### src/dtc_pkg.sv
package dtc_pkg;
    // buffer mode select: only the zero setting is supported
    localparam logic MODE_SEL_SUPPORTED = 1'b0;
    localparam int CNT_W = 16;
    localparam int SW_W = 4;
    localparam int ADDR_W = 24;
    localparam int DATA_W = 32;
    localparam int FIFO_DEPTH = 4;
    localparam int NCH = 2;
    localparam logic [CNT_W-1:0] CNT_ZERO = 16'h0000;
    localparam logic [SW_W-1:0] SW_ZERO = 4'h0;
    typedef enum logic [1:0] {DTC_IDLE, DTC_READ, DTC_WRITE} dtc_state_t;
endpackage

### src/dtc_ctrl.sv
`timescale 1ns/1ps
// Function
// - only buffer mode select zero starts packets
// - expansion bus transfers: no bounds abort
// - zero count still performs one transfer
// - read-only writes blocked, no illegal flag
// - switch size sets burst before arbitration
// - chaining does one extra transfer previous channel
module dtc_ctrl
    import dtc_pkg::*;
#(
    parameter int NCHAN = NCH
) (
    input wire logic mclk,
    input wire logic rst_b,
    input wire logic [NCHAN-1:0] pkt_enable,
    input wire logic [NCHAN-1:0] pkt_request,
    input wire logic [NCHAN-1:0] pkt_chain,
    input wire logic [NCHAN-1:0] pkt_exp_bus,
    input wire logic [NCHAN*CNT_W-1:0] pkt_count,
    input wire logic [NCHAN*SW_W-1:0] pkt_switch,
    input wire logic [NCHAN*ADDR_W-1:0] pkt_src,
    input wire logic [NCHAN*ADDR_W-1:0] pkt_dst,
    input wire logic buffer_mode_select_setting,
    input wire logic halt,
    input wire logic stop,
    output logic rd_req,
    output logic [ADDR_W-1:0] rd_addr,
    input wire logic rd_ack,
    input wire logic [DATA_W-1:0] rd_data,
    output logic wr_req,
    output logic [ADDR_W-1:0] wr_addr,
    output logic [DATA_W-1:0] wr_data,
    output logic wr_cs,
    input wire logic wr_ack,
    input wire logic dst_read_only,
    output logic illegal_access,
    output logic abort,
    output logic busy,
    output logic [NCHAN-1:0] pkt_done
);
    localparam int CW = $clog2(NCHAN) > 0 ? $clog2(NCHAN) : 1;
    dtc_state_t st_reg, st_next;
    logic [CW-1:0] ch_reg, ch_next;
    logic [CNT_W-1:0] cnt_reg [NCHAN];
    logic [CNT_W-1:0] cnt_next [NCHAN];
    logic [NCHAN-1:0] act_reg, act_next;
    logic [SW_W:0] burst_reg, burst_next;
    logic extra_reg, extra_next;
    logic [ADDR_W-1:0] rd_addr_reg, rd_addr_next, wr_addr_reg, wr_addr_next;
    // per-channel pointers, so a channel resumes where it stopped after losing arbitration
    logic [ADDR_W-1:0] src_reg [NCHAN];
    logic [ADDR_W-1:0] src_next [NCHAN];
    logic [ADDR_W-1:0] dst_reg [NCHAN];
    logic [ADDR_W-1:0] dst_next [NCHAN];
    logic ext_reg, ext_next;
    logic rd_req_reg, wr_req_reg, wr_cs_reg, busy_reg;
    logic [NCHAN-1:0] done_reg, done_next;
    logic f_in_valid, f_in_ready, f_out_valid, f_out_ready;
    logic [DATA_W-1:0] f_out_data;
    logic [NCHAN-1:0] start;
    logic [CW-1:0] pick;
    logic pick_ok;

    // read data waits in the fifo; a full fifo holds off the read side
    dtc_fifo #(.WIDTH(DATA_W), .DEPTH(FIFO_DEPTH)) u_fifo (
        .mclk(mclk),
        .rst_b(rst_b),
        .in_valid(f_in_valid),
        .in_ready(f_in_ready),
        .in_data(rd_data),
        .out_valid(f_out_valid),
        .out_ready(f_out_ready),
        .out_data(f_out_data)
    );

    // lowest channel index wins arbitration
    always_comb begin
        pick = '0;
        pick_ok = 1'b0;
        for (int i = NCHAN - 1; i >= 0; i--) begin
            if (act_reg[i] && pkt_request[i]) begin
                pick = CW'(i);
                pick_ok = 1'b1;
            end
        end
    end

    // burst length before arbitration, per channel bus
    function automatic logic [SW_W:0] burst_len(input logic [SW_W-1:0] sw, input logic exp);
        if (exp || sw == SW_ZERO) begin
            burst_len = {1'b0, sw} + 1'b1;
        end else begin
            burst_len = {1'b0, sw};
        end
    endfunction

    // packet state and transfer engine
    always_comb begin
        st_next = st_reg;
        ch_next = ch_reg;
        act_next = act_reg;
        burst_next = burst_reg;
        extra_next = extra_reg;
        ext_next = ext_reg;
        rd_addr_next = rd_addr_reg;
        wr_addr_next = wr_addr_reg;
        done_next = '0;
        start = pkt_enable & ~act_reg;
        for (int i = 0; i < NCHAN; i++) begin
            cnt_next[i] = cnt_reg[i];
            src_next[i] = src_reg[i];
            dst_next[i] = dst_reg[i];
            // zero count load: a zero count behaves as one transfer
            if (start[i]) begin
                cnt_next[i] = (pkt_count[i*CNT_W +: CNT_W] == CNT_ZERO) ? CNT_W'(1) : pkt_count[i*CNT_W +: CNT_W];
                src_next[i] = pkt_src[i*ADDR_W +: ADDR_W];
                dst_next[i] = pkt_dst[i*ADDR_W +: ADDR_W];
            end
        end
        // mode gate: the other mode never starts a packet
        if (buffer_mode_select_setting == MODE_SEL_SUPPORTED) begin
            act_next = act_reg | start;
        end
        f_in_valid = (st_reg == DTC_READ) && rd_ack;
        f_out_ready = (st_reg == DTC_WRITE) && wr_ack;
        unique case (st_reg)
            DTC_IDLE: begin
                // halt and stop both just hold off new bursts here
                if (!halt && !stop && pick_ok) begin
                    // chaining extra: previous channel keeps one more transfer
                    if (extra_reg && act_reg[ch_reg]) begin
                        ch_next = ch_reg;
                        burst_next = (SW_W+1)'(1);
                        ext_next = 1'b1;
                    end else begin
                        ch_next = pick;
                        ext_next = 1'b0;
                        // switch size: burst from per-bus decode
                        burst_next = burst_len(pkt_switch[pick*SW_W +: SW_W], pkt_exp_bus[pick]);
                    end
                    extra_next = 1'b0;
                    st_next = DTC_READ;
                end
            end
            DTC_READ: begin
                if (rd_ack && f_in_ready) begin
                    st_next = DTC_WRITE;
                end
            end
            DTC_WRITE: begin
                if (wr_ack) begin
                    // count down: finish packet at zero
                    cnt_next[ch_reg] = CNT_W'(cnt_reg[ch_reg] - 1'b1);
                    burst_next = (SW_W+1)'(burst_reg - 1'b1);
                    rd_addr_next = ADDR_W'(rd_addr_reg + 1'b1);
                    wr_addr_next = ADDR_W'(wr_addr_reg + 1'b1);
                    src_next[ch_reg] = ADDR_W'(src_reg[ch_reg] + 1'b1);
                    dst_next[ch_reg] = ADDR_W'(dst_reg[ch_reg] + 1'b1);
                    if (cnt_reg[ch_reg] == CNT_W'(1)) begin
                        act_next[ch_reg] = 1'b0;
                        done_next[ch_reg] = 1'b1;
                        // a finished packet has nothing left to chain, so no stale extra survives
                        extra_next = 1'b0;
                        st_next = DTC_IDLE;
                    end else if (burst_reg == (SW_W+1)'(1)) begin
                        // the extra burst itself earns no further extra
                        extra_next = pkt_chain[ch_reg] && !ext_reg;
                        st_next = DTC_IDLE;
                    end else begin
                        st_next = DTC_READ;
                    end
                end
            end
        endcase
        // every burst starts from the chosen channel's own pointers
        if (st_reg == DTC_IDLE && st_next == DTC_READ) begin
            rd_addr_next = src_reg[ch_next];
            wr_addr_next = dst_reg[ch_next];
        end
    end

    always_ff @(posedge mclk) begin
        if (!rst_b) begin
            st_reg <= DTC_IDLE;
            ch_reg <= '1;
            act_reg <= '0;
            burst_reg <= '0;
            extra_reg <= 1'b0;
            ext_reg <= 1'b0;
            rd_addr_reg <= '0;
            wr_addr_reg <= '0;
            done_reg <= '0;
            for (int i = 0; i < NCHAN; i++) begin
                cnt_reg[i] <= CNT_ZERO;
                src_reg[i] <= '0;
                dst_reg[i] <= '0;
            end
        end else begin
            st_reg <= st_next;
            ch_reg <= ch_next;
            act_reg <= act_next;
            burst_reg <= burst_next;
            extra_reg <= extra_next;
            rd_addr_reg <= rd_addr_next;
            wr_addr_reg <= wr_addr_next;
            done_reg <= done_next;
            cnt_reg <= cnt_next;
            src_reg <= src_next;
            dst_reg <= dst_next;
            ext_reg <= ext_next;
        end
    end

    // strobes registered so rd_req, wr_req, wr_cs and busy each leave a flip-flop
    always_ff @(posedge mclk) begin
        if (!rst_b) begin
            rd_req_reg <= 1'b0;
            wr_req_reg <= 1'b0;
            wr_cs_reg <= 1'b0;
            busy_reg <= 1'b0;
        end else begin
            rd_req_reg <= (st_next == DTC_READ);
            wr_req_reg <= (st_next == DTC_WRITE);
            // chip select block: read-only target gets no select
            wr_cs_reg <= (st_next == DTC_WRITE) && !dst_read_only;
            busy_reg <= (act_next != '0);
        end
    end

    assign rd_req = rd_req_reg;
    assign wr_req = wr_req_reg;
    assign wr_cs = wr_cs_reg;
    assign rd_addr = rd_addr_reg;
    assign wr_addr = wr_addr_reg;
    assign wr_data = f_out_data;
    assign busy = busy_reg;
    assign pkt_done = done_reg;
    // no illegal flag: blocked writes stay silent
    assign illegal_access = 1'b0;
    // no bounds abort: unmapped expansion targets pass
    assign abort = 1'b0;

    // check: a read-only write never carries a chip select
    a_ro_cs_blocked: assert property (@(posedge mclk) disable iff (!rst_b)
        (st_reg == DTC_WRITE && dst_read_only) |=> !wr_cs) else $error("read-only write selected");
    a_mode_no_start: assert property (@(posedge mclk) disable iff (!rst_b)
        (buffer_mode_select_setting != MODE_SEL_SUPPORTED && act_reg == '0) |=> act_reg == '0)
        else $error("packet started in unsupported mode");
    a_zero_count_one: assert property (@(posedge mclk) disable iff (!rst_b)
        (start[0] && buffer_mode_select_setting == MODE_SEL_SUPPORTED && pkt_count[CNT_W-1:0] == CNT_ZERO)
        |=> cnt_reg[0] == CNT_W'(1)) else $error("zero count not loaded as one");
    a_count_dec: assert property (@(posedge mclk) disable iff (!rst_b)
        (st_reg == DTC_WRITE && wr_ack && ch_reg == '0 && !start[0]) |=> cnt_reg[0] == CNT_W'($past(cnt_reg[0]) - 1'b1))
        else $error("count did not decrement");
    a_abort_quiet: assert property (@(posedge mclk) disable iff (!rst_b)
        !abort && !illegal_access) else $error("exception raised");
    a_burst_cpu_zero: assert property (@(posedge mclk) disable iff (!rst_b)
        (st_reg == DTC_IDLE && st_next == DTC_READ && !extra_reg && !pkt_exp_bus[pick]
         && pkt_switch[pick*SW_W +: SW_W] == SW_ZERO) |=> burst_reg == (SW_W+1)'(1))
        else $error("cpu bus zero switch not one");
    a_burst_exp: assert property (@(posedge mclk) disable iff (!rst_b)
        (st_reg == DTC_IDLE && st_next == DTC_READ && !extra_reg && pkt_exp_bus[pick])
        |=> burst_reg == {1'b0, $past(pkt_switch[pick*SW_W +: SW_W])} + 1'b1)
        else $error("expansion burst wrong");
    a_chain_extra: assert property (@(posedge mclk) disable iff (!rst_b)
        (st_reg == DTC_IDLE && st_next == DTC_READ && extra_reg && act_reg[ch_reg]) |=> ch_reg == $past(ch_reg))
        else $error("chaining extra transfer skipped");
    a_done_pulse: assert property (@(posedge mclk) disable iff (!rst_b)
        pkt_done[0] |=> !pkt_done[0]) else $error("done longer than a cycle");

    c_one_xfer: cover property (@(posedge mclk) disable iff (!rst_b) pkt_done[0]);
    c_ro_write: cover property (@(posedge mclk) disable iff (!rst_b) wr_req && !wr_cs);
    c_chain: cover property (@(posedge mclk) disable iff (!rst_b) extra_reg && st_reg == DTC_IDLE);
    c_fifo_full: cover property (@(posedge mclk) disable iff (!rst_b) !f_in_ready);
endmodule // dtc_ctrl

### src/dtc_fifo.sv
`timescale 1ns/1ps
module dtc_fifo #(
    parameter int WIDTH = 32,
    parameter int DEPTH = 4
) (
    input wire logic mclk,
    input wire logic rst_b,
    input wire logic in_valid,
    output logic in_ready,
    input wire logic [WIDTH-1:0] in_data,
    output logic out_valid,
    input wire logic out_ready,
    output logic [WIDTH-1:0] out_data
);
    localparam int AW = $clog2(DEPTH);
    logic [WIDTH-1:0] mem [DEPTH];
    logic [AW-1:0] wp_reg, wp_next, rp_reg, rp_next;
    logic [AW:0] cnt_reg, cnt_next;
    logic push, pop;

    // occupancy and pointers; full and empty come straight from the count
    always_comb begin
        push = in_valid && in_ready;
        pop = out_valid && out_ready;
        wp_next = push ? AW'(wp_reg + 1'b1) : wp_reg;
        rp_next = pop ? AW'(rp_reg + 1'b1) : rp_reg;
        cnt_next = (AW+1)'(cnt_reg + (AW+1)'(push) - (AW+1)'(pop));
    end

    always_ff @(posedge mclk) begin
        if (!rst_b) begin
            wp_reg <= '0;
            rp_reg <= '0;
            cnt_reg <= '0;
        end else begin
            wp_reg <= wp_next;
            rp_reg <= rp_next;
            cnt_reg <= cnt_next;
        end
    end

    // storage has no reset, it is qualified by the count
    always_ff @(posedge mclk) begin
        if (push) begin
            mem[wp_reg] <= in_data;
        end
    end

    assign in_ready = (cnt_reg != (AW+1)'(DEPTH));
    assign out_valid = (cnt_reg != '0);
    assign out_data = mem[rp_reg];
endmodule // dtc_fifo

### config.mk
export PLATFORM = sky130hd
export DESIGN_NAME = dtc_ctrl
export DESIGN_NICKNAME = d
export VERILOG_FILES = /design/src/dtc_pkg.sv /design/src/dtc_ctrl.sv /design/src/dtc_fifo.sv
export SDC_FILE = /design/constraint.sdc
export NUM_CORES = 1
export LEC_CHECK = 0
export ABC_AREA = 1
export ABC_CLOCK_PERIOD_IN_PS = 2700
export BUFFER_PORTS_ARGS = -buffer_cell sky130_fd_sc_hd__buf_4
export CORE_MARGIN = 5
export CORE_UTILIZATION = 53
export CTS_CLUSTER_SIZE = 10
export DETAILED_ROUTE_END_ITERATION = 6
export PLACE_DENSITY = 0.74
export SETUP_SLACK_MARGIN = 0.05
export SKIP_LAST_GASP = 1
export SLEW_MARGIN = 10
export SYNTH_ARGS = -nofsm -noshare
export SYNTH_HDL_FRONTEND = slang
export SYNTH_HIERARCHICAL = 1
export SYNTH_SLANG_ARGS = --single-unit
### constraint.sdc
create_clock -name mclk -period 2.7 [get_ports mclk]
set_input_delay 0.27 -clock mclk [delete_from_list [all_inputs] [get_ports mclk]]
set_output_delay 0.27 -clock mclk [all_outputs]
set_load 0.03 [all_outputs]
==> flow_summary.json <==
{
  "slew_headroom_pct": 31.5,
  "crit_type": "flip-flop to flip-flop",
  "dp_hpwl_um": 41500,
  "drive_gt1_share_pct": 16.9,
  "drtIter0Drc": 1403,
  "postCtsSetupBuffers": 0,
  "fin_cells": 3321,
  "viasPerCell": 5.55,
  "core_area_um2": 35300,
  "fin_crit_sh_pct": 90.2,
  "cp_data_arrival_time_ps": 2880,
  "cp.required_ps": 3140,
  "num_antenna_cells": 0,
  "finalSetupTns_ps": 0,
  "grt_pass1_wl_um": 92600,
  "ys_types": 59,
  "fmax_mhz": 411,
  "ant_nets": 0,
  "total_leakage_power_nw": 10.3,
  "synth_area_um2": 18800,
  "min_from": "pkt_dst[1]",
  "grt_max_degree": 87,
  "setup_viol": 0,
  "hold_violations": 0,
  "largest_register_ffs": 128,
  "fin_crit_ps": 2430,
  "ir_drop_mv": 0.526,
  "drcViolationCount": 0,
  "yosys_most_used_dff": "dfxtp_1",
  "numPortBuffers": 269,
  "power_mw": 14.4,
  "tightest_slew_ps": 1030,
  "gr-total-overflow": 0,
  "htreeDepth": 2,
  "rows": 69,
  "crit_path_end_kind": "flip-flop",
  "worstSkewPairLatency_ps": 550,
  "vias": 18400,
  "syn_avg_cell_area_um2": 7.34,
  "drv_slew": 0,
  "path_max_fanout": 62,
  "yosysWarnings": 6,
  "startpoint_type": "flip-flop",
  "r2r_start": "ch_reg",
  "synthArstFlopShare_pct": 0,
  "synth-edff-count": 128,
  "grt_util_all_layers_pct": 29.1,
  "start_util_pct": 53.2,
  "drtPass1Iterations": 5,
  "cts_inserted_buffers": 40,
  "antenna_found_initial": 1,
  "clockBufferDepth": 3,
  "rsz0062_at_grt": "false",
  "die_w_um": 198,
  "crit_start": "ch_reg",
  "finClkSkew_ps": 17.4,
  "first_global_vias": 17600,
  "wirelength_um": 59100,
  "synthCells": 2559,
  "num_io_pins": 272,
  "root_buffer": "clkbuf_16",
  "synth_seq_area_share_pct": 42.1,
  "maxCapViolCount": 0,
  "outcome": "complete, no violations",
  "clock-sinks": 331,
  "gp_congestion": 0.951,
  "path_clk_slew_ps": 60,
  "layout.nets": 3038,
  "hold_class": "primary input to flip-flop",
  "area_delta_synth_final_pct": 21.7,
  "wl_per_cell_um": 17.8,
  "power.density_nw_per_um2": 629,
  "die_h_um": 198,
  "dieArea_um2": 39300,
  "post-place-cells": 3218,
  "cts_tree": "yes",
  "ys_ff_latch": 331
}
==> final timing paths <==
check,endpoint,slack (ps),cells past startpoint
hold / removal,dst_reg[25],20,3
hold reg to reg,src_reg[24],440,1
setup reg to reg,src_reg[16],270,15
setup / recovery,src_reg[16],270,15
==> Yosys cell counts (all sizes together) (7+ instances only) <==
master  count  area share (%)
nor4        7            0.23
edfxtp    128              20
a31oi      21            0.70
o21bai     14            0.56
nand3     183             4.9
buf        67             2.9
or2        17            0.57
clkbuf     79             1.6
xor2       38             1.8
o21ai     287             8.1
nor3       27            0.83
o211ai     70             2.8
a21oi      71             1.9
dfxtp     203              22
nor2      275             5.9
inv       305             6.1
nand4      50             1.7
xnor2      22             1.0
o22ai      38             1.3
ha         19             1.3
nand2     601              12
==> metrics by stage <==
| step | hold slack (ps) | utilization (%) | instance area [um2] | setup slack, ps |
|---|---|---|---|---|
| after floorplan | 348 | - | 18800 | 27.8 |
| after global placement | 417 | 60.3 | 21300 | 275 |
| after detailed placement | 429 | 60.3 | 21300 | 222 |
| after CTS | 4.72 | 64.7 | 22800 | 178 |
| after global routing | 24.0 | 64.7 | 22900 | 59.8 |
| final | 20.0 | 64.7 | 22900 | 265 |
==> layout make-up <==
cell class / count / area (um2)
Inverter: 310 / 1170
Multi-Input combinational cell: 1773 / 8900
Timing Repair Buffer: 378 / 3100
Tap cell: 461 / 577
Clock buffer: 64 / 1130
Clock inverter: 4 / 75.1
Fill cell: 3066 / 12400
Sequential cell: 331 / 7910
==> critical path: stages, from the launching register on <==
cell and delay, ps:
dfxtp_4 420, buf_16 280, nand2_1 90, o21a_1 150, inv_1 60, ha_1 130, inv_1 70, nor2_1 180
nand2_2 140, nor2_2 120, nand2_1 90, nor2_1 150, a21o_1 150, nand3_1 90, nand3_1 110, inv_1 40
==> timing repair <==
action / in CTS / in global routing
hold endpoints to repair: 131 / 0
gates resized for setup: 0 / 5
hold buffers: 35 / 0
endpoints found under the setup margin: 0 / 16
==> layer usage <==
metal  track usage (%)  routed length, um
met1              40.0              25200
met4              7.42               1260
met2              48.3              27700
met3              4.61               4930
met5                 0                 12
==> power by group <==
group | switching, mW | internal, mW
logic | 2.13 | 1.27
registers | 0.409 | 5.56
clock network | 2.12 | 2.89
total | 4.65 | 9.73
==> cells by family after synthesis <==
kind of cell / after synthesis / share of synthesized area, %
and+or+nand+nor: 1164 / 26.5
AOI/OAI and AO/OA: 526 / 16.4
buffers and inverters: 456 / 10.7
DFF: 331 / 42.1
xor gates and xnor gates: 60 / 2.80
adders and majority gates: 20 / 1.37
other: 1 / 0.0200
muxes: 1 / 0.0533
==> cell usage in the layout (no fill, tap or decap), types with 21 or more instances in the layout <==
master,count
nand2_1,590
buf_4,330
inv_1,295
nor2_1,248
dfxtp_1,201
o21ai_0,199
nand3_1,181
edfxtp_1,128
a21oi_1,71
o211ai_1,69
o21ai_1,67
nand4_1,50
clkbuf_16,40
xor2_1,38
o22ai_1,38
dlygate4sd3_1,35
nor3_1,24
xnor2_1,22
o21ai_2,21
a31oi_1,21
Note: power is estimated with default switching activity, not from simulation.
